===== config.mk =====
export PLATFORM = sky130hd
export DESIGN_NAME = p1pf_top
export DESIGN_NICKNAME = d
export VERILOG_FILES = /design/src/common/p1pf_pkg.sv /design/src/rtl/p1pf_pin.sv /design/src/rtl/p1pf_top.sv
export SDC_FILE = /design/constraint.sdc
export NUM_CORES = 1
export LEC_CHECK = 0
export BUFFER_PORTS_ARGS = -buffer_cell sky130_fd_sc_hd__buf_2
export CAP_MARGIN = 20
export CORE_MARGIN = 1.5
export CORE_UTILIZATION = 45
export DETAILED_ROUTE_END_ITERATION = 8
export PLACE_DENSITY = 0.75
export SLEW_MARGIN = 10
export SYNTH_ARGS = -nofsm -noshare
export SYNTH_HDL_FRONTEND = slang
export SYNTH_SLANG_ARGS = --single-unit

===== constraint.sdc =====
create_clock -name i_clock -period 3.1 [get_ports i_clock]
set_input_delay 0.155 -clock i_clock [delete_from_list [all_inputs] [get_ports i_clock]]
set_output_delay 0.155 -clock i_clock [all_outputs]
set_load 0.02 [all_outputs]

===== src/common/p1pf_pkg.sv =====
// Purpose: constants for the port 1 pin function and pull-up block
// Assumes: registers reached over AXI4-Lite, 32-bit data, one word each
// Notes: register offsets are byte addresses
// Operation
// - select bit picks alternate, else direction decides
// - hi-z in reset/standby, hold in sleep/watch
// - standby pin with pull-up on reads high
// - pull-up on only when input and enabled
// - pull-ups disabled after reset
// - function select register, reset zero, bit4 zero
// - pull-up control register clears on reset
package p1pf_pkg;
	localparam int unsigned PW = 8;
	localparam logic [3:0] OFF_DIR = 4'h0;
	localparam logic [3:0] OFF_PUP = 4'h4;
	localparam logic [3:0] OFF_FSEL = 4'h8;
	localparam logic [3:0] OFF_DOUT = 4'hc;
	localparam logic [3:0] OFF_PIN = 4'h0;
	localparam logic [3:0] OFF_MODE = 4'h4;
	localparam logic [7:0] RST_DIR = 8'h00;
	localparam logic [7:0] RST_PUP = 8'h00;
	localparam logic [7:0] RST_FSEL = 8'h00;
	localparam logic [7:0] RST_DOUT = 8'h00;
	// writable bits of the function select register, bit 4 reserved
	localparam logic [7:0] FSEL_MASK = 8'hef;
	// pins that carry an alternate function
	localparam logic [7:0] ALT_PINS = 8'hef;
	// pins whose alternate function drives the pin
	localparam logic [7:0] ALT_OUT_PINS = 8'h07;
	localparam logic [1:0] RESP_OKAY = 2'h0;
	localparam logic [1:0] RESP_SLVERR = 2'h2;
	typedef enum logic [2:0] {
		P1PF_ACTIVE = 3'h0,
		P1PF_SUBACTIVE = 3'h1,
		P1PF_SLEEP = 3'h2,
		P1PF_SUBSLEEP = 3'h3,
		P1PF_WATCH = 3'h4,
		P1PF_STANDBY = 3'h5
	} p1pf_mode_e;
endpackage


===== src/rtl/p1pf_pin.sv =====
`timescale 1ns/10ps
// Purpose: drive state of one port pin
// Assumes: control inputs registered by the caller, alternate peripheral inputs passed in unregistered
// Notes: combinational helper, caller registers outputs
module p1pf_pin (
	// selection
	input wire logic i_alt_sel,
	input wire logic i_alt_drives,
	input wire logic i_dir,
	input wire logic i_pup,
	// sources
	input wire logic i_alt_oe,
	input wire logic i_alt_out,
	input wire logic i_dout,
	// results
	output logic o_oe,
	output logic o_out,
	output logic o_pup_on
);
	// function select steers buffer, direction only when unselected
	always_comb begin
		if (i_alt_sel) begin
			o_oe = i_alt_drives & i_alt_oe;
			o_out = i_alt_out;
		end else begin
			o_oe = i_dir;
			o_out = i_dout;
		end
		// pull-up only on an input with its control bit set
		o_pup_on = ~o_oe & ~i_dir & i_pup;
	end
endmodule


===== src/rtl/p1pf_top.sv =====
`timescale 1ns/10ps
// Purpose: port 1 pin function, direction and pull-up control
// Assumes: synchronous pin inputs, one clock, AXI4-Lite slave
// Notes: output state held while the chip sleeps
module p1pf_top (
	// clock and reset
	input wire logic i_clock,
	input wire logic i_nrst,
	// operating mode
	input wire logic [2:0] i_mode,
	// alternate peripherals
	input wire logic [7:0] i_alt_oe,
	input wire logic [7:0] i_alt_out,
	// pins
	input wire logic [7:0] i_pin,
	output logic [7:0] o_pin,
	output logic [7:0] o_pin_oe,
	output logic [7:0] o_pullup_on,
	// input to peripherals and routing
	output logic [7:0] o_pin_in,
	output logic [7:0] o_alt_sel,
	// axi write address
	input wire logic i_awvalid,
	output logic o_awready,
	input wire logic [3:0] i_awaddr,
	// axi write data
	input wire logic i_wvalid,
	output logic o_wready,
	input wire logic [31:0] i_wdata,
	input wire logic [3:0] i_wstrb,
	// axi write response
	output logic o_bvalid,
	input wire logic i_bready,
	output logic [1:0] o_bresp,
	// axi read address
	input wire logic i_arvalid,
	output logic o_arready,
	input wire logic [3:0] i_araddr,
	// axi read data
	output logic o_rvalid,
	input wire logic i_rready,
	output logic [31:0] o_rdata,
	output logic [1:0] o_rresp
);
	typedef struct packed {
		logic [7:0] dir; // direction register
		logic [7:0] pup; // pull-up control register
		logic [7:0] fsel; // function select register
		logic [7:0] dout; // output data
		logic [7:0] pin_o;
		logic [7:0] pin_oe;
		logic [7:0] pup_on;
		logic [7:0] pin_in;
		logic aw_got;
		logic [3:0] aw_addr;
		logic w_got;
		logic [7:0] w_data;
		logic w_lane0;
		logic bvalid;
		logic [1:0] bresp;
		logic rvalid;
		logic [31:0] rdata;
		logic [1:0] rresp;
	} p1pf_state_s;

	logic [1:0] rst_sync_r; // reset release chain
	logic nrst; // released reset
	p1pf_state_s st_r;
	p1pf_state_s st_nxt;
	logic [7:0] calc_oe; // per-pin enable
	logic [7:0] calc_out; // per-pin value
	logic [7:0] calc_pup; // per-pin pull-up

	// two-flop release of the asynchronous reset
	always_ff @(posedge i_clock or negedge i_nrst) begin
		if (!i_nrst) begin
			rst_sync_r <= 2'h0;
		end else begin
			rst_sync_r <= {rst_sync_r[0], 1'b1};
		end
	end
	assign nrst = rst_sync_r[1];

	// per-pin mux; pin 4 never has an alternate function
	for (genvar g = 0; g < p1pf_pkg::PW; g++) begin : g_pin
		p1pf_pin u_pin (
			.i_alt_sel(st_r.fsel[g] & p1pf_pkg::ALT_PINS[g]),
			.i_alt_drives(p1pf_pkg::ALT_OUT_PINS[g]),
			.i_dir(st_r.dir[g]),
			.i_pup(st_r.pup[g]),
			.i_alt_oe(i_alt_oe[g]),
			.i_alt_out(i_alt_out[g]),
			.i_dout(st_r.dout[g]),
			.o_oe(calc_oe[g]),
			.o_out(calc_out[g]),
			.o_pup_on(calc_pup[g])
		);
	end

	// next state: bus slave and pin state per operating mode
	always_comb begin
		st_nxt = st_r;
		// pin drive depends on operating mode
		case (p1pf_pkg::p1pf_mode_e'(i_mode))
			p1pf_pkg::P1PF_ACTIVE, p1pf_pkg::P1PF_SUBACTIVE: begin
				st_nxt.pin_oe = calc_oe;
				st_nxt.pin_o = calc_out;
				st_nxt.pup_on = calc_pup;
				st_nxt.pin_in = i_pin;
			end
			p1pf_pkg::P1PF_SLEEP, p1pf_pkg::P1PF_SUBSLEEP, p1pf_pkg::P1PF_WATCH: begin
				// keep every pin output as it was
				st_nxt.pin_oe = st_r.pin_oe; // hold previous pin state
			end
			p1pf_pkg::P1PF_STANDBY: begin
				// pull-up pins still show high, all others float
				st_nxt.pin_oe = 8'h00;
				st_nxt.pin_o = 8'h00;
				st_nxt.pup_on = calc_pup;
			end
			default: begin
				st_nxt.pin_oe = 8'h00;
				st_nxt.pin_o = 8'h00;
				st_nxt.pup_on = 8'h00;
			end
		endcase
		// capture write address and data in either order
		if (i_awvalid && !st_r.aw_got) begin
			st_nxt.aw_got = 1'b1;
			st_nxt.aw_addr = i_awaddr;
		end
		if (i_wvalid && !st_r.w_got) begin
			st_nxt.w_got = 1'b1;
			st_nxt.w_data = i_wdata[7:0];
			st_nxt.w_lane0 = i_wstrb[0];
		end
		// perform write once both halves held and response free
		if (st_r.aw_got && st_r.w_got && !st_r.bvalid) begin
			st_nxt.aw_got = 1'b0;
			st_nxt.w_got = 1'b0;
			st_nxt.bvalid = 1'b1;
			st_nxt.bresp = p1pf_pkg::RESP_OKAY;
			case (st_r.aw_addr)
				p1pf_pkg::OFF_DIR: begin
					if (st_r.w_lane0) st_nxt.dir = st_r.w_data;
				end
				p1pf_pkg::OFF_PUP: begin
					if (st_r.w_lane0) st_nxt.pup = st_r.w_data;
				end
				p1pf_pkg::OFF_FSEL: begin
					// reserved bit kept at zero
					if (st_r.w_lane0) st_nxt.fsel = st_r.w_data & p1pf_pkg::FSEL_MASK;
				end
				p1pf_pkg::OFF_DOUT: begin
					if (st_r.w_lane0) st_nxt.dout = st_r.w_data;
				end
				default: begin
					st_nxt.bresp = p1pf_pkg::RESP_SLVERR;
				end
			endcase
		end
		// write response handshake
		if (st_r.bvalid && i_bready) begin
			st_nxt.bvalid = 1'b0;
		end
		// read: accept address when no data pending
		if (i_arvalid && !st_r.rvalid) begin
			st_nxt.rvalid = 1'b1;
			st_nxt.rresp = p1pf_pkg::RESP_OKAY;
			case (i_araddr)
				p1pf_pkg::OFF_DIR: st_nxt.rdata = {24'h000000, st_r.dir};
				p1pf_pkg::OFF_PUP: st_nxt.rdata = {24'h000000, st_r.pup};
				p1pf_pkg::OFF_FSEL: st_nxt.rdata = {24'h000000, st_r.fsel};
				p1pf_pkg::OFF_DOUT: st_nxt.rdata = {24'h000000, st_r.dout};
				// pin levels beyond the 4-bit address space are not readable
				default: begin
					st_nxt.rdata = 32'h00000000;
					st_nxt.rresp = p1pf_pkg::RESP_SLVERR;
				end
			endcase
		end else if (st_r.rvalid && i_rready) begin
			st_nxt.rvalid = 1'b0;
		end
	end

	// state register; reset floats every pin and clears control
	always_ff @(posedge i_clock or negedge nrst) begin
		if (!nrst) begin
			st_r <= '0;
			st_r.dir <= p1pf_pkg::RST_DIR;
			st_r.pup <= p1pf_pkg::RST_PUP;
			st_r.fsel <= p1pf_pkg::RST_FSEL;
			st_r.dout <= p1pf_pkg::RST_DOUT;
		end else begin
			st_r <= st_nxt;
		end
	end

	// outputs straight from the state register
	assign o_pin = st_r.pin_o;
	assign o_pin_oe = st_r.pin_oe;
	assign o_pullup_on = st_r.pup_on;
	assign o_pin_in = st_r.pin_in;
	assign o_alt_sel = st_r.fsel & p1pf_pkg::ALT_PINS;
	assign o_awready = ~st_r.aw_got;
	assign o_wready = ~st_r.w_got;
	assign o_bvalid = st_r.bvalid;
	assign o_bresp = st_r.bresp;
	assign o_arready = ~st_r.rvalid;
	assign o_rvalid = st_r.rvalid;
	assign o_rdata = st_r.rdata;
	assign o_rresp = st_r.rresp;
endmodule


==> flow_metrics.tcl, run 1 <==
set metrics [dict create \
    syn_inst 373 \
    antenna_found_initial 0 \
    dr_wl_met2_mm 4.40 \
    synth_common_cells "dfrtp_1 (92), buf_4 (77), mux2_2 (36), nand2_1 (34), mux2i_1 (13)" \
    timing.fmax_mhz 509 \
    finalSetupViolCount 0 \
    synth_area_um2 4490 \
    worstPathCellList "nand3b_1 > or4b_1 > mux2_4" \
    firstDrtPassIters 4 \
    vias_per_cell 4.91 \
    slew_headroom_pct 24.5 \
    dr_wl_met3_um 397 \
    crit_path_end_kind "flop" \
    die_y_um 103 \
    highest_layer "met4" \
    start_util_pct 46.2 \
    setup_ws_ps 1140 \
    hpwl_mm 6.35 \
    multi_input_area_um2 1630 \
    power.density_nw_per_um2 750 \
    async_reset_ff_share_pct 100 \
    routedLengthMet1_mm 4.08 \
    worstPathMaxFanout 8 \
    cts_tree "built" \
    core_area_um2 9730 \
    period_share_pct 63.4 \
    netlist_top_cells_area "dfrtp_1 (51%), buf_4 (13%), mux2_2 (9.0%)" \
    post-place-ws_ps 1140 \
    fin_nets 521 \
    drive_gt1_share_pct 37.7 \
    num_io_pins 159 \
    startpoint_type "flop" \
    drv_slew 0 \
    yosysMostFrequentCell "dfrtp_1" \
    dp_cells 542 \
    synth_area_leader_cell "dfrtp_1" \
    p_leak_nw 2.60 \
    clock-root-buffer "clkbuf_8" \
    diodes 0 \
    rr_startpoint "o_bvalid$_DFFE_PN0P_" \
    max_cap_viol_count 0 \
    tns_ps 0 \
    finalHoldViolations 0 \
    cts-buffers-inserted 9 \
    gp_congestion 0.792 \
    grt_pass1_wl_mm 14.2 \
    crit_path_end "st_r[109]$_DFFE_PN0P_" \
    grt-ovfl-total 0 \
    clk_pin_slew_ps 90 \
    grt_setup_unrepaired "no" \
    crit_type "reg2reg" \
    fillCellCount 863 \
    die_w_um 103 \
    synth_cell_types 35 \
    yosys_warnings 0 \
    post-cts-setup-buffers 0 \
    post_drt_wl_per_cell_um 15.7 \
    ant_nets 0 \
    first_global_vias 2759 \
    grtUsageTotal_pct 18.3 \
    htreeDepth 3 \
    min_path_type "in2reg" \
    synth_top_area_share_pct 51.2 \
    detailroute.via_count 2851 \
    vdd_ir_drop_max_uv 341 \
    period_minus_slack_ps 1960 \
    ff2ff_path_depth 3 \
    drtIter0Drc 88 \
    arrival_ps 2220 \
    synth_flop_cell "dfrtp_1" \
    slowest_stage "or4b_1" \
    reg2reg_slack_ps 1140 \
    critical-path-max-stage-delay_ps 800 \
    r2r_end "st_r[109]$_DFFE_PN0P_" \
    tightest_slew_ps 1130 \
    syn_area_per_cell_um2 12.0 \
    row_count 36 \
    skew_ps 8.71 \
    port_buffers 98 \
    stdcell_count 581 \
    synth-edff-count 0 \
    clock_latency_ps 370 \
    outcome "complete, no violations" \
    area_delta_synth_final_pct 12.3 \
    cts_buffer_depth 2 \
    synth_seq_cells 92 \
    cts_sinks 92 \
    synth-seq-area-share_pct 51.2 \
    drc 0 \
    totalWireLength_mm 9.12 \
    crit_required_ps 3360 \
    startpoint "o_bvalid$_DFFE_PN0P_" \
    seqCellArea_um2 2310 \
    die_area_um2 10600 \
    grt_max_degree 91 \
]
==> cell usage in the layout, fill, tap and decap left out, types with 10 or more instances in the layout <==
cell type and n:
clkbuf_8 11, a22o_1 10, dfrtp_1 91, buf_2 99, inv_1 10, dlygate4sd3_1 21, nand2_1 34, conb_1 28
nor2b_1 12, mux2i_1 13, mux2_2 36
==> worst max-delay path, delay by kind of cell (launching register included) <==
kind             cells  cell delay [ps]
multiplexers         1              400
flip-flops           1              410
AND/OR/NAND/NOR      2             1040
==> logic make-up after synthesis <==
group | share of synthesized area, %
buffers and inverters | 14.7
AOI/OAI and AO/OA | 7.74
muxes | 18.1
DFF | 51.2
other | 0.167
and+or+nand+nor | 8.08
==> registers in the layout, indices dropped and copies added (netlist names) <==
register and count:
o_bvalid 1, o_pin 8, o_bresp 1, o_rvalid 1, st_r 39, rst_sync_r 2, o_pin_in 8, o_pin_oe 8
o_pullup_on 8, o_alt_sel 7, o_rdata 8, o_rresp 1
==> worst min path at each step <==
stage | slack, ps | cells after the start | to | start
after floorplan | -140 | 0 | rst_sync_r[0]$_DFF_PN0_ | i_nrst
after global placement | -60 | 1 | rst_sync_r[0]$_DFF_PN0_ | i_nrst
after detailed placement | -50 | 1 | rst_sync_r[1]$_DFF_PN0_ | i_nrst
after CTS | 0.1 | 2 | st_r[38]$_DFFE_PN0P_ | i_wstrb[0]
after global routing | 6 | 3 | st_r[52]$_DFFE_PN0P_ | i_awvalid
final | 20 | 3 | st_r[52]$_DFFE_PN0P_ | i_awvalid
==> repair_timing <==
item                      CTS  global route
resized for setup           0             0
hold endpoints to repair   22             0
hold buffers               21             0
==> area by class of cell <==
| cell class | instances | share of cell area [%] |
|---|---|---|
| tap | 133 | 3.30 |
| multi-input combinational | 209 | 32.3 |
| timing repair buffer | 121 | 14.4 |
| clock buffer | 13 | 3.15 |
| sequential | 92 | 45.7 |
| clock inverter | 3 | 0.422 |
| inverter | 10 | 0.744 |
==> report_power, final <==
group / total, W / switching [W] / internal, W
Combinational: 0.00113 / 0.000555 / 0.000571
Clock: 0.000754 / 0.000418 / 0.000336
Sequential: 0.00190 / 0.000355 / 0.00155
Total: 0.00378 / 0.00133 / 0.00246
==> layer usage <==
metal / vias to the layer above / global-route usage, %
li1: 1330 / -
met1: 1408 / 23.4
met2: 96 / 29.6
met3: 17 / 3.53
met4: 0 / 9.67
met5: - / 0
==> stage by stage <==
| stage | util, % | power (W) | hold slack [ps] | area, um^2 |
|---|---|---|---|---|
| after global routing | 51.9 | 0.00401 | 6.42 | 5040 |
| after global placement | 47.6 | 0.00297 | -60.5 | 4630 |
| after CTS | 51.6 | 0.00382 | 0.141 | 5020 |
| final | 51.9 | 0.00378 | 16.2 | 5040 |
| after floorplan | - | 0.00285 | -141 | 4590 |
| after detailed placement | 47.6 | 0.00304 | -54.7 | 4630 |
No activity file was read; power rests on OpenSTA's default activity.
==> inputs of run 2 (changes only) <==
- ABC_AREA: default -> 1
- clock period: 3.1 -> 2.03 ns (I/O delays scaled with it)
==> run 2 against run 1 <==
Fmax up 36%. Core utilization down 0.36 points. Combinational power up 96%. Clock-buffer cell count down 2. Power up 69%. Worst setup slack worse by 550 ps. Clock power up 53%. Synthesized cell count up 32%. Sequential cell count unchanged. Register-to-register slack worse by 550 ps. Hold slack worse by 11 ps. Clock skew up 6.2 ps. Critical endpoint is now st_r[106]$_DFFE_PN0P_.
==> flow_metrics.tcl, run 2 <==
set metrics [dict create \
    total_power_w 0.00638 \
    die_area_um2 10800 \
    slew_headroom_pct 63.1 \
    crit_family "simple AND/OR/NAND/NOR gates" \
    port_buffers 98 \
    finalSetupViolCount 0 \
    vdd_ir_drop_max_uv 660 \
    max_cap_viol_count 0 \
    crit_type "reg2reg" \
    htreeDepth 3 \
    area_delta_synth_final_pct 10.1 \
    synth-edff-count 0 \
    drive_gt1_share_pct 30.8 \
    firstDrtPassIters 4 \
    syn_inst 494 \
    yosys_warnings 0 \
    fin_nets 636 \
    cts_tree "built" \
    netlist_top_cells_area "dfrtp_1 (50%), buf_4 (13%), nand2_1 (10%)" \
    drv_slew 0 \
    regMostFlops "st_r" \
    dp_cells 665 \
    first_global_vias 3196 \
    critical-path-max-stage-delay_ps 410 \
    tns_ps 0 \
    final_common_cell "nand2_1" \
    clk_pin_slew_ps 90 \
    dpl_cell_area_um2 4720 \
    period_share_pct 71.0 \
    clock-root-buffer "clkbuf_8" \
    synth_area_leader_cell "dfrtp_1" \
    num_io_pins 159 \
    slowest_stage "dfrtp_1" \
    yosysMostFrequentCell "nand2_1" \
    crit_required_ps 2250 \
    detailroute.via_count 3366 \
    synth_common_cells "nand2_1 (126), dfrtp_1 (92), buf_4 (78), nand3_1 (40), o21ai_2 (31)" \
    syn_area_per_cell_um2 9.29 \
    synth_area_um2 4590 \
    vias_per_cell 4.84 \
    grt_max_degree 56 \
    worstPathMaxFanout 16 \
    finalHoldViolations 0 \
    clock_latency_ps 350 \
    cts-buffers-inserted 9 \
    grt-ovfl-total 0 \
    synth_seq_cells 92 \
    cts_sinks 92 \
    synth-seq-area-share_pct 50.1 \
    p_leak_nw 2.73 \
    skew_ps 14.9 \
    drc 0 \
    post_drt_wl_per_cell_um 14.0 \
    async_reset_ff_share_pct 100 \
    grt_pass1_wl_mm 16.2 \
    fillCellCount 925 \
    final_cell_mix "nand2_1 (126), buf_2 (98), dfrtp_1 (91)" \
    worstPathCellList "nor2_4 > nand2_2 > nor2_2 > nand2_2 > nand2_1 > o21ai_2" \
    grtUsageTotal_pct 18.8 \
    die_y_um 104 \
    ant_nets 0 \
    synth_top_area_share_pct 50.1 \
    hpwl_mm 7.01 \
    power.density_nw_per_um2 1260 \
    cp_common_cell "nand2_2" \
    tightest_slew_ps 551 \
    startpoint_type "flop" \
    arrival_ps 1660 \
    totalWireLength_mm 9.71 \
    outcome "complete, no violations" \
    synth_flop_cell "dfrtp_1" \
    crit_path_end_kind "flop" \
    grt_setup_unrepaired "no" \
    cts_buffer_depth 2 \
    synth_cell_types 25 \
    largest_reg_flops 39 \
    min_path_type "in2reg" \
    diodes 0 \
    die_w_um 104 \
    stdcell_count 695 \
    core_area_um2 9820 \
    design_area_um2 5060 \
    worst-path-buf-inv 0 \
    start_util_pct 46.8 \
    row_count 36 \
    antenna_found_initial 0 \
    timing.fmax_mhz 694 \
    period_minus_slack_ps 1440 \
    gp_congestion 0.897 \
    drtIter0Drc 208 \
]
## run 2: cell types whose count changed after synthesis, sizes merged, moves of 12 or more
cell / change
o21ai: +46
nor2b: -12
nor2: +16
inv: +18
nand2: +99
mux2: -42
nand3: +42
## run 2: per-layer routing
metal | global-route usage (%) | part of all wire [%]
met1 | 25.9 | 44
met2 | 30.5 | 47
met3 | 3.26 | 7.0
met4 | 5.26 | 1.4
met5 | 0 | 0
## run 2: logic make-up after synthesis
kind of cell / share of synthesized area, %
AO/OA/AOI/OAI: 10.7
AND/OR/NAND/NOR: 19.5
multiplexers: 2.67
flip-flops: 50.1
other: 0.164
buffers and inverters: 16.8
## run 2: through the flow
stage / setup WS (ps) / utilization (%) / hold WS, ps
final: 589 / 51.5 / 5.24
after global routing: 487 / 51.5 / 17.1
after CTS: 573 / 51.5 / 2.47
after detailed placement: 626 / 48.1 / -112
after global placement: 651 / 48.1 / -112
after floorplan: 480 / - / -194
## run 2: area by class of cell
class                           instances  area (um^2)  share of cell area, %
Tap cell                              133          166                   3.29
Timing Repair Buffer                  116          676                   13.4
Sequential cell                        92         2310                   45.6
Clock buffer                           11          151                   2.99
Multi-Input combinational cell        311         1620                   32.0
Inverter                               28          105                   2.08
Clock inverter                          4         32.5                  0.643
## run 2: timing repair
| action | CTS | global route |
|---|---|---|
| setup buffers | 0 | 0 |
| gates resized for setup | 0 | 0 |
| hold buffers | 15 | 0 |
| endpoints found under the hold margin | 16 | 0 |
## run 2: tightest hold or removal path, stage by stage
cell     delay [ps]
buf_2            70
nor2_1           30
a21oi_1         100
## run 2: worst paths after layout
path                                         startpoint                       to  slack (ps)  depth (start not counted)
worst max-delay path               st_r[49]$_DFFE_PN0P_    st_r[106]$_DFFE_PN0P_         590                          6
worst min-delay path                         i_wdata[5]     st_r[44]$_DFFE_PN0P_           5                          3
worst max register to register     st_r[49]$_DFFE_PN0P_    st_r[106]$_DFFE_PN0P_         590                          6
worst min register to register  rst_sync_r[1]$_DFF_PN0_     st_r[43]$_DFFE_PN0P_         290                          0
max in group asynchronous       rst_sync_r[1]$_DFF_PN0_     st_r[89]$_DFFE_PN0P_        1100                          1
min in group asynchronous                        i_nrst  rst_sync_r[1]$_DFF_PN0_          50                          2
## run 2: power breakdown
part | internal (W) | switching [W] | total (W)
logic | 0.000784 | 0.00144 | 0.00222
registers | 0.00245 | 0.000564 | 0.00302
clock network | 0.000512 | 0.000635 | 0.00115
total | 0.00375 | 0.00264 | 0.00638
